### src/include/crc_calc_regs.vh
// Register map, field positions, reset values and timing counts of the checksum unit
`ifndef CRC_CALC_REGS_VH
`define CRC_CALC_REGS_VH

// ----------------------------------------------------------------------
// Register offsets
// ----------------------------------------------------------------------
`define CHECKSUM_DATA_OFFSET 4'h0
`define SCRATCH_BYTE_OFFSET 4'h4
`define CHECKSUM_CONTROL_OFFSET 4'h8

// ----------------------------------------------------------------------
// Fields and reset values
// ----------------------------------------------------------------------
`define RELOAD_BIT_POS 0
`define SCRATCH_MSB 7
`define CHECKSUM_RESET_VALUE 32'hffff_ffff
`define SCRATCH_RESET_VALUE 8'h00
`define CONTROL_RESET_VALUE 1'b0
`define CRC32_POLY 32'h04c1_1db7

// ----------------------------------------------------------------------
// Timing
// ----------------------------------------------------------------------
`define WORD_CYCLES 3'h4
`define BITS_PER_CYCLE 8

`endif

### src/verilog/crc_calc_unit.v
// Checksum unit top: register port, pending word slot, control and scratch byte
//
// Contract
// - Use CRC-32 generator polynomial 0x04C11DB7
// - Finish each word within four clocks
// - Data register write feeds new word
// - Data register read returns latest result
// - Fold whole word into previous checksum
// - Hold further writes until calculation ends (one word slot only; a further write while busy with the slot full is dropped)
// - Control reload bit loads all ones
// - System reset loads checksum all ones
// - Eight-bit scratch byte, resets to zero
// - Reload leaves scratch byte untouched
// - Reload bit set-only, hardware clears
`timescale 1ns/10ps
`include "crc_calc_regs.vh"

module crc_calc_unit (
  input wire ref_clk_in,
  input wire reset_in,
  input wire [3:0] addr_in,
  input wire [31:0] wdata_in,
  input wire write_in,
  input wire read_in,
  output reg [31:0] rdata_out,
  output reg busy_out,
  output reg pending_out
);

  // ----------------------------------------------------------------------
  // State
  // ----------------------------------------------------------------------
  reg [`SCRATCH_MSB:0] scratch_reg;
  reg reload_reg;
  reg pend_valid_reg;
  reg [31:0] pend_word_reg;
  reg [2:0] slice_reg;
  wire [31:0] checksum;
  wire engine_busy;
  wire wr_data;
  wire wr_scratch;
  wire wr_control;
  wire issue;
  wire [31:0] issue_word;

  assign wr_data = write_in && (addr_in == `CHECKSUM_DATA_OFFSET);
  assign wr_scratch = write_in && (addr_in == `SCRATCH_BYTE_OFFSET);
  assign wr_control = write_in && (addr_in == `CHECKSUM_CONTROL_OFFSET);

  // Oldest word first; engine idle and no reload in flight
  assign issue = !engine_busy && !reload_reg && (pend_valid_reg || wr_data);
  assign issue_word = pend_valid_reg ? pend_word_reg : wdata_in;

  crc_word_engine engine (
    .ref_clk_in(ref_clk_in),
    .reset_in(reset_in),
    .reload_in(reload_reg),
    .start_in(issue),
    .word_in(issue_word),
    .checksum_out(checksum),
    .busy_out(engine_busy)
  );

  // ----------------------------------------------------------------------
  // Slice tracker
  // ----------------------------------------------------------------------
  // Mirrors the engine count so busy_out drops with the engine, not a cycle late
  always @(posedge ref_clk_in) begin
    if (reset_in) begin
      slice_reg <= 3'h0;
    end else if (reload_reg) begin
      slice_reg <= 3'h0;
    end else if (issue) begin
      slice_reg <= 3'h1;
    end else if (slice_reg == `WORD_CYCLES) begin
      slice_reg <= 3'h0;
    end else if (slice_reg != 3'h0) begin
      slice_reg <= slice_reg + 3'h1;
    end
  end

  // ----------------------------------------------------------------------
  // Control bit and pending word
  // ----------------------------------------------------------------------
  // One slot only: a third word while busy and slot full is dropped, since
  // the port cannot stall the master
  always @(posedge ref_clk_in) begin
    if (reset_in) begin
      reload_reg <= `CONTROL_RESET_VALUE;
      pend_valid_reg <= 1'b0;
      pend_word_reg <= 32'h0000_0000;
    end else begin
      if (wr_control && wdata_in[`RELOAD_BIT_POS]) begin
        reload_reg <= 1'b1;
      end else if (reload_reg) begin
        reload_reg <= 1'b0;
      end
      if (reload_reg || (wr_control && wdata_in[`RELOAD_BIT_POS])) begin
        pend_valid_reg <= 1'b0;
      end else if (pend_valid_reg && issue) begin
        pend_valid_reg <= wr_data;
        pend_word_reg <= wdata_in;
      end else if (wr_data && !issue && !pend_valid_reg) begin
        pend_valid_reg <= 1'b1;
        pend_word_reg <= wdata_in;
      end
    end
  end

  // ----------------------------------------------------------------------
  // Scratch byte
  // ----------------------------------------------------------------------
  always @(posedge ref_clk_in) begin
    if (reset_in) begin
      scratch_reg <= `SCRATCH_RESET_VALUE;
    end else if (wr_scratch) begin
      scratch_reg <= wdata_in[`SCRATCH_MSB:0];
    end
  end

  // ----------------------------------------------------------------------
  // Read port and status
  // ----------------------------------------------------------------------
  always @(posedge ref_clk_in) begin
    if (reset_in) begin
      rdata_out <= 32'h0000_0000;
      busy_out <= 1'b0;
      pending_out <= 1'b0;
    end else begin
      busy_out <= !reload_reg && (issue || (engine_busy && (slice_reg != `WORD_CYCLES)));
      pending_out <= pend_valid_reg;
      rdata_out <= 32'h0000_0000;
      if (read_in) begin
        case (addr_in)
          `CHECKSUM_DATA_OFFSET: begin
            rdata_out <= checksum;
          end
          `SCRATCH_BYTE_OFFSET: begin
            rdata_out <= {24'h00_0000, scratch_reg};
          end
          default: begin
            rdata_out <= 32'h0000_0000;
          end
        endcase
      end
    end
  end

endmodule // crc_calc_unit

### src/verilog/crc_word_engine.v
// Running checksum register and the four-cycle word folding engine
`timescale 1ns/10ps
`include "crc_calc_regs.vh"

module crc_word_engine (
  input wire ref_clk_in,
  input wire reset_in,
  input wire reload_in,
  input wire start_in,
  input wire [31:0] word_in,
  output reg [31:0] checksum_out,
  output reg busy_out
);

  // ----------------------------------------------------------------------
  // One byte slice, most significant bit first
  // ----------------------------------------------------------------------
  function [31:0] fold_byte;
    input [31:0] crc;
    input [7:0] data;
    integer i;
    reg [31:0] c;
    begin
      c = crc;
      for (i = 7; i >= 0; i = i - 1) begin
        if (c[31] ^ data[i]) begin
          c = {c[30:0], 1'b0} ^ `CRC32_POLY;
        end else begin
          c = {c[30:0], 1'b0};
        end
      end
      fold_byte = c;
    end
  endfunction

  reg [31:0] work_reg;
  reg [31:0] shift_reg;
  reg [2:0] count_reg;
  wire [31:0] work_next;

  assign work_next = fold_byte(work_reg, shift_reg[31:24]);

  // ----------------------------------------------------------------------
  // Sequencer
  // ----------------------------------------------------------------------
  // Result lands only at the last slice so reads never see a partial value
  always @(posedge ref_clk_in) begin
    if (reset_in) begin
      checksum_out <= `CHECKSUM_RESET_VALUE;
      busy_out <= 1'b0;
      work_reg <= 32'h0000_0000;
      shift_reg <= 32'h0000_0000;
      count_reg <= 3'h0;
    end else if (reload_in) begin
      checksum_out <= `CHECKSUM_RESET_VALUE;
      busy_out <= 1'b0;
      count_reg <= 3'h0;
    end else if (busy_out) begin
      work_reg <= work_next;
      shift_reg <= {shift_reg[23:0], 8'h00};
      count_reg <= count_reg + 3'h1;
      if (count_reg == `WORD_CYCLES - 3'h1) begin
        checksum_out <= work_next;
        busy_out <= 1'b0;
      end
    end else if (start_in) begin
      work_reg <= checksum_out;
      shift_reg <= word_in;
      count_reg <= 3'h0;
      busy_out <= 1'b1;
    end
  end

endmodule // crc_word_engine
### config.mk
export PLATFORM = sky130hd
export DESIGN_NAME = crc_calc_unit
export DESIGN_NICKNAME = d
export VERILOG_FILES = /design/src/verilog/crc_calc_unit.v /design/src/verilog/crc_word_engine.v
export VERILOG_INCLUDE_DIRS = /design/src /design/src/include
export SDC_FILE = /design/constraint.sdc
export NUM_CORES = 1
export LEC_CHECK = 0
export BUFFER_PORTS_ARGS = -buffer_cell sky130_fd_sc_hd__clkbuf_2
export CELL_PAD_IN_SITES_DETAIL_PLACEMENT = 1
export CELL_PAD_IN_SITES_GLOBAL_PLACEMENT = 1
export CORE_ASPECT_RATIO = 0.9
export CORE_MARGIN = 2
export CORE_UTILIZATION = 46
export CTS_CLUSTER_SIZE = 28
export DETAILED_ROUTE_END_ITERATION = 10
export PLACE_DENSITY = 0.79
export SYNTH_ARGS = -nofsm -noshare
export SYNTH_HDL_FRONTEND = slang
export SYNTH_SLANG_ARGS = --single-unit
### constraint.sdc
create_clock -name ref_clk_in -period 2.3 [get_ports ref_clk_in]
set_clock_uncertainty 0.05 [all_clocks]
set_input_delay 0.23 -clock ref_clk_in [delete_from_list [all_inputs] [get_ports ref_clk_in]]
set_output_delay 0.23 -clock ref_clk_in [all_outputs]
set_load 0.05 [all_outputs]
## After elaboration in Yosys (flattened, before gate mapping)

Index checks and enable logic that the tools add are counted.

- Register bits after elaboration: 179
- Output and inout bits: 34
- Word-level logic and storage cells: 97

- Add/sub/neg operators: 2
- Equality and inequality tests: 5
- Muxes and demuxes: 27
- Bitwise operators: 19
- Reductions and logical operators: 30

Operators with widths:

| cell | count |
|---|---|
| $mux W32 | 7 |
| $mux W27 | 8 |
| $not A14 Y14 | 8 |
| $pmux W32 S2 | 1 |
| $logic_and A1 B1 Y1 | 11 |
| $mux W1 | 9 |
| $xor A1 B1 Y1 | 8 |
| $add A3 B1 Y3 const B | 2 |
| $mux W3 | 2 |
| $reduce_and A2 Y1 | 3 |
| $reduce_bool A3 Y1 | 2 |
| $reduce_or A2 Y1 | 3 |
| $eq A4 B3 Y1 const B | 1 |
| $eq A4 B4 Y1 const B | 1 |
| $logic_not A1 Y1 | 4 |
| $logic_not A4 Y1 | 1 |
| $reduce_bool A2 Y1 | 2 |
| $reduce_or A4 Y1 | 1 |
| $eq A3 B2 Y1 const B | 1 |
| $eq A3 B3 Y1 const B | 1 |
| $logic_or A1 B1 Y1 | 3 |
| $ne A3 B3 Y1 const B | 1 |
| $not A1 Y1 | 3 |

## Depth between registers and ports, before layout

Gate-level depths: netlist of the first run.

- Depth after elaboration: 17
- Gate-level depth with buffers: 7
- Gate-level depth less buffers: 6

## Hierarchy

Synthesis of the first run repeated with hierarchy kept, for this count alone.

- Cells, all modules: 848
- Area total of the unflattened synthesis: 8269.2 um^2

Modules (own cells, without submodules):

| module | times used | cells each | area each (um^2) | seq. area each (um^2) |
|---|---|---|---|---|
| crc_word_engine | 1 | 515 | 4847.1 | 2001.9 |
| crc_calc_unit | 1 | 333 | 3422.0 | 1581.5 |

## Worst setup path after synthesis of the first run

OpenSTA, ideal clock, no wires.

- Kind: reg2reg
- Start: register engine.work_reg[29]
- End: register engine.work_reg[7]
- Arrival time: 1741 ps
- Required time: 2179 ps
- Path slack: 438 ps
- Stages on the path, launching flop included: 6
- Period minus slack after synthesis: 1862 ps
- Cell sequence: dfxtp_1 > xnor2_2 > xnor3_1 > xnor2_1 > a211o_1 > a21oi_1

- Word-level cells in the longest chain between the ends: 11

RTL lines:

| what | line | text |
|---|---|---|
| start: declaration | crc_word_engine.v:36 | `reg [31:0] work_reg;` |
| start signal: assignment | crc_word_engine.v:59 | `work_reg <= work_next;` |
| start signal: assignment | crc_word_engine.v:67 | `work_reg <= checksum_out;` |
| $xor A1 B1 Y1 (*) | crc_word_engine.v:26 | `if (c[31] ^ data[i]) begin` |
| $mux W27 (*) (2 in a row) | crc_word_engine.v:26 |  |
| $not A14 Y14 (no line) | -- |  |
| $mux W27 (*) | crc_word_engine.v:26 |  |
| $not A14 Y14 (no line) | -- |  |
| $mux W27 (*) (2 in a row) | crc_word_engine.v:26 |  |
| $not A14 Y14 (no line) | -- |  |
| $mux W27 (*) | crc_word_engine.v:26 |  |
| $mux W32 (*) | crc_word_engine.v:58 | `end else if (busy_out) begin` |

Mark *: on every way between the ends. The rest lies on a longest branch, timed or not.
A chain may end at the register's enable or synchronous reset.

## Final worst setup path of the first run

- Start: register engine.shift_reg[31]
- End: register engine.work_reg[14]

- Word-level cells in the longest chain between the ends: 14

RTL lines:

| what | line | text |
|---|---|---|
| start: declaration | crc_word_engine.v:37 | `reg [31:0] shift_reg;` |
| start signal: assignment | crc_word_engine.v:60 | `shift_reg <= {shift_reg[23:0], 8'h00};` |
| start signal: assignment | crc_word_engine.v:68 | `shift_reg <= word_in;` |
| $xor A1 B1 Y1 (*) | crc_word_engine.v:26 |  |
| $mux W27 (*) | crc_word_engine.v:26 |  |
| $not A14 Y14 (no line) | -- |  |
| $mux W27 (*) (2 in a row) | crc_word_engine.v:26 |  |
| $not A14 Y14 (no line) | -- |  |
| $mux W27 (*) | crc_word_engine.v:26 |  |
| $not A14 Y14 (no line) | -- |  |
| $mux W27 (*) | crc_word_engine.v:26 |  |
| $not A14 Y14 (no line) | -- |  |
| $mux W27 (*) (3 in a row) | crc_word_engine.v:26 |  |
| $mux W32 (*) | crc_word_engine.v:58 |  |

Marks and branches as above.

==> flow_summary_export.csv, run 1 <==
group,metric,value,unit
run_status,outcome,"completed",
grt,grtUsageTotal,25.57,%
placed_design,dpl.cell_count,1097,
clock_tree,clk_pin_slew_worst_paths,0.07,ns
worst_setup_path,crit_fanout,3,
cells_and_area,area_growth_syn_to_layout,17.27,%
worst_setup_path,r2r-end,"engine.work_reg[14]",
worst_setup_path,r2r_slack,0.22,ns
sta,fin_crit,2.076,ns
grt,top_usage_layer,"met2",
sta,layout_setup_ws,0.2238,ns
placed_design,pre_cts_slack,0.1390,ns
power_and_ir_drop,comb_power_share,12.5,%
worst_setup_path,cp.required,2.60,ns
sta,finalHoldViolCount,0,
routing,first_iter_violations,359,
min_path,hold_path.startpoint,"wdata_in[29]",
clock_tree,clock_path_buffers,2,
yosys,ys_seq_elements,179,
floorplanning,start_util,46.99,%
cells_and_area,layout_commonest_cell,"dfxtp_1",
routing,route.detailed.wl_per_inst,19.44,um
grt,grt_pass1_wl,36290,um
sta,worst_pin_slew,0.8063,ns
yosys,ys.flop_type,"dfxtp_1",
clock_tree,cts-htree-levels,4,
cells_and_area,drive_above_1_share,18.06,%
min_path,hold_path_class,"primary input to flop",
grt,antenna_found_initial,0,
cells_and_area,stdcell_area,9278,sq um
clock_tree,cts_resized,0,
routing,wirelength,22180,um
power_and_ir_drop,p_sw_share,25.72,%
routing,vias_per_cell,5.612,
cells_and_area,fin_cells,1141,
clock_tree,clkLatencyLatePin,0.44,ns
grt,gr-total-overflow,0,
clock_tree,cts_tree,"done",
grt,use_met2,42.82,%
yosys,synth-edff-count,0,
clock_tree,numCtsBuffers,17,
sta,rsz0062_at_grt,"false",
routing,ant_nets,0,
floorplanning,rows,45,
sta,fmax,0.4816,GHz
sta,final-setup-viol-count,0,
floorplanning,die_h,128.4,um
floorplanning,core_area,16830,sq um
power_and_ir_drop,p_leak,3.479,nW
worst_setup_path,crit_arrival,2.37,ns
placed_design,hpwl,14730,um
yosys,postSynthCellCount,849,
power_and_ir_drop,clkPwrFrac,42.9,%
yosys,seq_area_frac_synth,45.29,%
placed_design,place.gp.congestion,0.9008,
worst_setup_path,crit_path_end_kind,"flop",
run,drv_cap,0,
power_and_ir_drop,p_int,0.005349,W
routing,drt-pass1-iter-count,5,
grt,grt_max_degree,67,
power_and_ir_drop,power.switching,0.001852,W
power_and_ir_drop,p_total,0.007201,W
worst_setup_path,r2r_cells,5,
yosys,synth_cell_types,54,
cells_and_area,mostFrequentLayoutCells,"177 x dfxtp_1, 96 x nand2_1, 95 x a21oi_1",
yosys,synth_warnings,0,
cells_and_area,antennaDiodeCount,0,
min_path,hold_depth,3,
sta,period_share,90.27,%
min_path,holdPathEnd,"pend_word_reg[29]",
sta,max-slew-margin-rel,46.10,%
floorplanning,die_area,18270,sq um
worst_setup_path,startpoint_type,"flop",
cells_and_area,nets,961,
routing,vias,6403,
power_and_ir_drop,max-vdd-ir-drop,520.3,uV
grt,grt_use_met3,5.210,%
worst_setup_path,r2r_start,"engine.shift_reg[31]",
placed_design,place_area,8534,sq um
clock_tree,clock-sinks,179,
power_and_ir_drop,seqPwrFrac,44.6,%
yosys,synth_area,7911,sq um
clock_tree,root_buffer,"clkbuf_16",
worst_setup_path,path_class,"flop to flop",
yosys,syn_area_per_cell,9.318,sq um
yosys,synthArstFlopShare,0,%
sta,report.final.slew_viol_count,0,
yosys,synth_nets,893,
placed_design,numPortBuffers,73,
floorplanning,num_io_pins,74,
power_and_ir_drop,powerDensity,776.1,nW/um^2
sta,fin_setup_tns,0,ns
grt,grt_pass1_vias,6882,
routing,route.detailed.drc,0,
floorplanning,die_w,142.2,um
grt,grt.met1_usage,32.85,%
## stage by stage
| stage | util [%] | hold WS [ns] |
|---|---|---|
| floorplan | - | 0.3269 |
| global placement | 50.69 | 0.3932 |
| detailed placement | 50.69 | 0.4025 |
| CTS | 55.11 | 0.002696 |
| global route | 55.11 | 0.01275 |
| finish | 55.11 | 0.01492 |
## logic make-up (layout without fill, tap and decap cells)
group | after synthesis | in the layout | share of synthesized area [%]
multiplexers | 73 | 73 | 9.458
AO/OA/AOI/OAI | 198 | 198 | 15.55
adder cells (fa/ha/maj) | 4 | 4 | 0.6326
flip-flops | 179 | 179 | 45.29
buffers and inverters | 67 | 148 | 3.527
AND/OR/NAND/NOR | 258 | 258 | 14.80
XOR/XNOR | 70 | 70 | 10.74
## per-layer routing
metal | share of wire [%] | vias to the layer above | wire length (um)
met2 | 48 | 136 | 10690
met5 | 0 | - | 0
met1 | 45 | 3162 | 10020
met3 | 4.3 | 35 | 949
met4 | 2.4 | 0 | 528
li1 | - | 3070 | -
## power by group through the flow
stage / Clock, W / Combinational (W) / Sequential, W
floorplan: 0 / 0.000611 / 0.00329
global placement: 0 / 0.000837 / 0.00328
detailed placement: 0 / 0.000870 / 0.00328
CTS: 0.00313 / 0.000897 / 0.00321
global route: 0.00325 / 0.000970 / 0.00322
finish: 0.00309 / 0.000897 / 0.00321
## cell usage after synthesis (5+ instances only)
cell type | count | area (sq um)
dfxtp_1 | 179 | 3583
nand2_1 | 96 | 360.4
a21oi_1 | 95 | 475.5
nor2_1 | 82 | 307.8
mux2i_1 | 62 | 620.6
clkbuf_1 | 41 | 153.9
xnor2_1 | 41 | 359.1
o211ai_1 | 37 | 277.8
and2_1 | 25 | 156.4
nand3_1 | 23 | 115.1
o21ai_0 | 23 | 115.1
a22oi_1 | 13 | 97.59
nand2b_1 | 12 | 75.07
xor2_1 | 11 | 96.34
buf_2 | 10 | 50.05
mux2_2 | 9 | 101.4
buf_1 | 8 | 30.03
a211oi_1 | 7 | 52.55
xnor2_2 | 7 | 113.9
xnor2_4 | 6 | 165.2
inv_1 | 5 | 18.77
nand4_1 | 5 | 31.28
## worst max-delay path by stage
stage | from | to | cells past startpoint
6_report | engine.shift_reg[31] | engine.work_reg[14] | 5
5_1_grt | engine.shift_reg[31] | engine.work_reg[14] | 5
4_1_cts | engine.shift_reg[31] | engine.work_reg[14] | 5
3_3_place_gp | addr_in[2] | engine.work_reg[24] | 7
2_1_floorplan | engine.work_reg[29] | engine.work_reg[7] | 5
3_5_place_dp | addr_in[2] | engine.work_reg[24] | 7
## what timing repair did
| action | CTS | global route |
|---|---|---|
| hold endpoints to repair | 12 | 0 |
| setup endpoints to repair | 0 | 0 |
| hold buffers | 12 | 0 |
| buffers inserted | 0 | 0 |
## worst max-delay path: stages, from the launching register on
cell and delay, ns:
dfxtp_1 0.41, xor2_1 0.33, xnor3_1 0.54, xor3_1 0.31, mux2i_1 0.10, a211oi_1 0.24
## final cells by class
type	instances	area, sq um
Tap cell	211	264.0
Fill cell	1910	7557
Multi-Input combinational cell	603	4068
Clock buffer	22	474.2
Timing Repair Buffer	111	718.2
Inverter	5	18.77
Sequential cell	179	3586
Clock inverter	10	148.9
(Power assumes the default switching activity.)
==> inputs of run 2 (changes only) <==
BUFFER_PORTS_ARGS = not set   (was -buffer_cell sky130_fd_sc_hd__clkbuf_2)
CELL_PAD_IN_SITES_DETAIL_PLACEMENT = not set   (was 1)
CELL_PAD_IN_SITES_GLOBAL_PLACEMENT = not set   (was 1)
CORE_MARGIN = 1.5   (was 2)
CORE_UTILIZATION = 60   (was 46)
DONT_BUFFER_PORTS = 1   (was not set)
PLACE_DENSITY = 0.75   (was 0.79)
==> run 2 against run 1 <==
Sequential cell count stayed put. Via count fell by 2.7%. Routed wire length is 13% lower. Sequential power about the same. Global-route usage grew 3.0 points. Power down 4.0%. Largest cell class unchanged. Worst hold slack improved by 0.035 ns. Clock-buffer cell count down 2. Core utilization is 16 points higher. Clock power shrank 7.4%. Critical path depth stayed put.
==> flow_summary_export.csv, run 2 (synthesis results as in run 1) <==
group,metric,value,unit
run_status,outcome,"completed",
routing,ant_nets,0,
worst_setup_path,crit_path_end_kind,"flop",
cells_and_area,mostFrequentLayoutCells,"177 x dfxtp_1, 96 x nand2_1, 95 x a21oi_1",
floorplanning,die_w,124.0,um
power_and_ir_drop,p_total,0.006915,W
cells_and_area,stdcell_area,9117,sq um
routing,drt-pass1-iter-count,5,
grt,grt_max_degree,93,
routing,vias_per_cell,5.944,
grt,gr-total-overflow,0,
power_and_ir_drop,p_leak,3.250,nW
routing,first_iter_violations,359,
clock_tree,cts_tree,"done",
power_and_ir_drop,max-vdd-ir-drop,607.2,uV
placed_design,numPortBuffers,0,
sta,max-slew-margin-rel,55.25,%
floorplanning,start_util,61.88,%
clock_tree,cts_resized,0,
placed_design,place.gp.congestion,0.8701,
sta,worst_pin_slew,0.6713,ns
min_path,hold_depth,3,
cells_and_area,area_growth_syn_to_layout,15.25,%
clock_tree,clock_path_buffers,2,
sta,fmax,0.4919,GHz
run,drv_cap,0,
placed_design,hpwl,12040,um
clock_tree,root_buffer,"clkbuf_16",
worst_setup_path,cp.required,2.61,ns
routing,wirelength,19220,um
routing,route.detailed.wl_per_inst,18.34,um
worst_setup_path,crit_fanout,5,
sta,period_share,88.40,%
worst_setup_path,path_class,"flop to flop",
sta,report.final.slew_viol_count,0,
clock_tree,clock-sinks,179,
routing,route.detailed.drc,0,
routing,wl_met1,8427,um
floorplanning,die_area,13880,sq um
cells_and_area,layout_commonest_cell,"dfxtp_1",
clock_tree,cts-htree-levels,4,
sta,fin_setup_tns,0,ns
clock_tree,clkLatencyLatePin,0.43,ns
min_path,hold_path_class,"primary input to flop",
cells_and_area,antennaDiodeCount,0,
clock_tree,numCtsBuffers,17,
worst_setup_path,r2r_cells,5,
worst_setup_path,startpoint_type,"flop",
placed_design,place_area,8093,sq um
routing,highest_layer,"met4",
cells_and_area,n_fill_cell,1002,
sta,rsz0062_at_grt,"false",
grt,antenna_found_initial,0,
floorplanning,die_h,111.9,um
grt,grt_pass1_wl,30750,um
clock_tree,clk_pin_slew_worst_paths,0.07,ns
grt,grt_pass1_vias,5988,
grt,grtUsageTotal,28.59,%
floorplanning,num_io_pins,74,
clock_tree,cts_setup_buffers,0,
routing,wl_met3,1211,um
cells_and_area,nets,915,
power_and_ir_drop,powerDensity,758.4,nW/um^2
floorplanning,core_area,12780,sq um
cells_and_area,drive_above_1_share,10.41,%
routing,route.met2.wl,9206,um
sta,fin_crit,2.033,ns
floorplanning,rows,39,
routing,vias,6229,
sta,final-setup-viol-count,0,
sta,finalHoldViolCount,0,
worst_setup_path,crit_arrival,2.35,ns
-- run 2: routing by layer --
layer,up-vias,global-route usage (%)
met5,-,0
met4,0,9.773
met3,31,5.891
met2,228,45.64
met1,2992,38.45
li1,2978,-
-- run 2: worst paths after layout --
| kind | start | slack, ns | to |
|---|---|---|---|
| setup reg to reg | engine.work_reg[29] | 0.27 | engine.work_reg[7] |
| hold / removal | wdata_in[7] | 0.05 | engine.shift_reg[7] |
| setup / recovery | engine.work_reg[29] | 0.27 | engine.work_reg[7] |
| hold reg to reg | engine.shift_reg[23] | 0.41 | engine.shift_reg[23] |
-- run 2: what timing repair did --
item,in CTS,in global routing
endpoints found under the setup margin,0,0
endpoints found under the hold margin,96,0
hold buffers,43,0
-- run 2: worst max-delay path, stage by stage, from the launching register on --
cell     delay (ns)
dfxtp_1        0.33
xnor2_2        0.45
xnor3_1        0.52
xnor2_1        0.16
a211o_1        0.32
a21oi_1        0.15
-- run 2: power breakdown --
part / switching [W] / total, W / internal, W
Clock: 0.00123 / 0.00286 / 0.00163
Combinational: 0.000445 / 0.000821 / 0.000376
Sequential: 0.0000750 / 0.00323 / 0.00316
Total: 0.00175 / 0.00691 / 0.00517
-- run 2: per-stage QoR --
stage / hold WS [ns] / util [%] / std cells / setup slack (ns)
after floorplan: 0.3269 / - / 849 / 0.4384
after detailed placement: 0.2655 / 63.30 / 973 / 0.2719
final: 0.04956 / 71.32 / 1048 / 0.2669
after global placement: 0.2651 / 63.30 / 973 / 0.3340
after global routing: 0.04707 / 71.32 / 1048 / 0.2059
after CTS: 0.02882 / 71.32 / 1048 / 0.2757
-- run 2: layout make-up --
| cell class | count | area [sq um] | area share (%) |
|---|---|---|---|
| Clock inverter | 12 | 130.1 | 1.427 |
| Tap cell | 164 | 205.2 | 2.251 |
| Sequential cell | 179 | 3586 | 39.33 |
| Multi-Input combinational cell | 603 | 4068 | 44.61 |
| Timing Repair Buffer | 65 | 663.1 | 7.273 |
| Clock buffer | 20 | 446.7 | 4.899 |
| Inverter | 5 | 18.77 | 0.2058 |
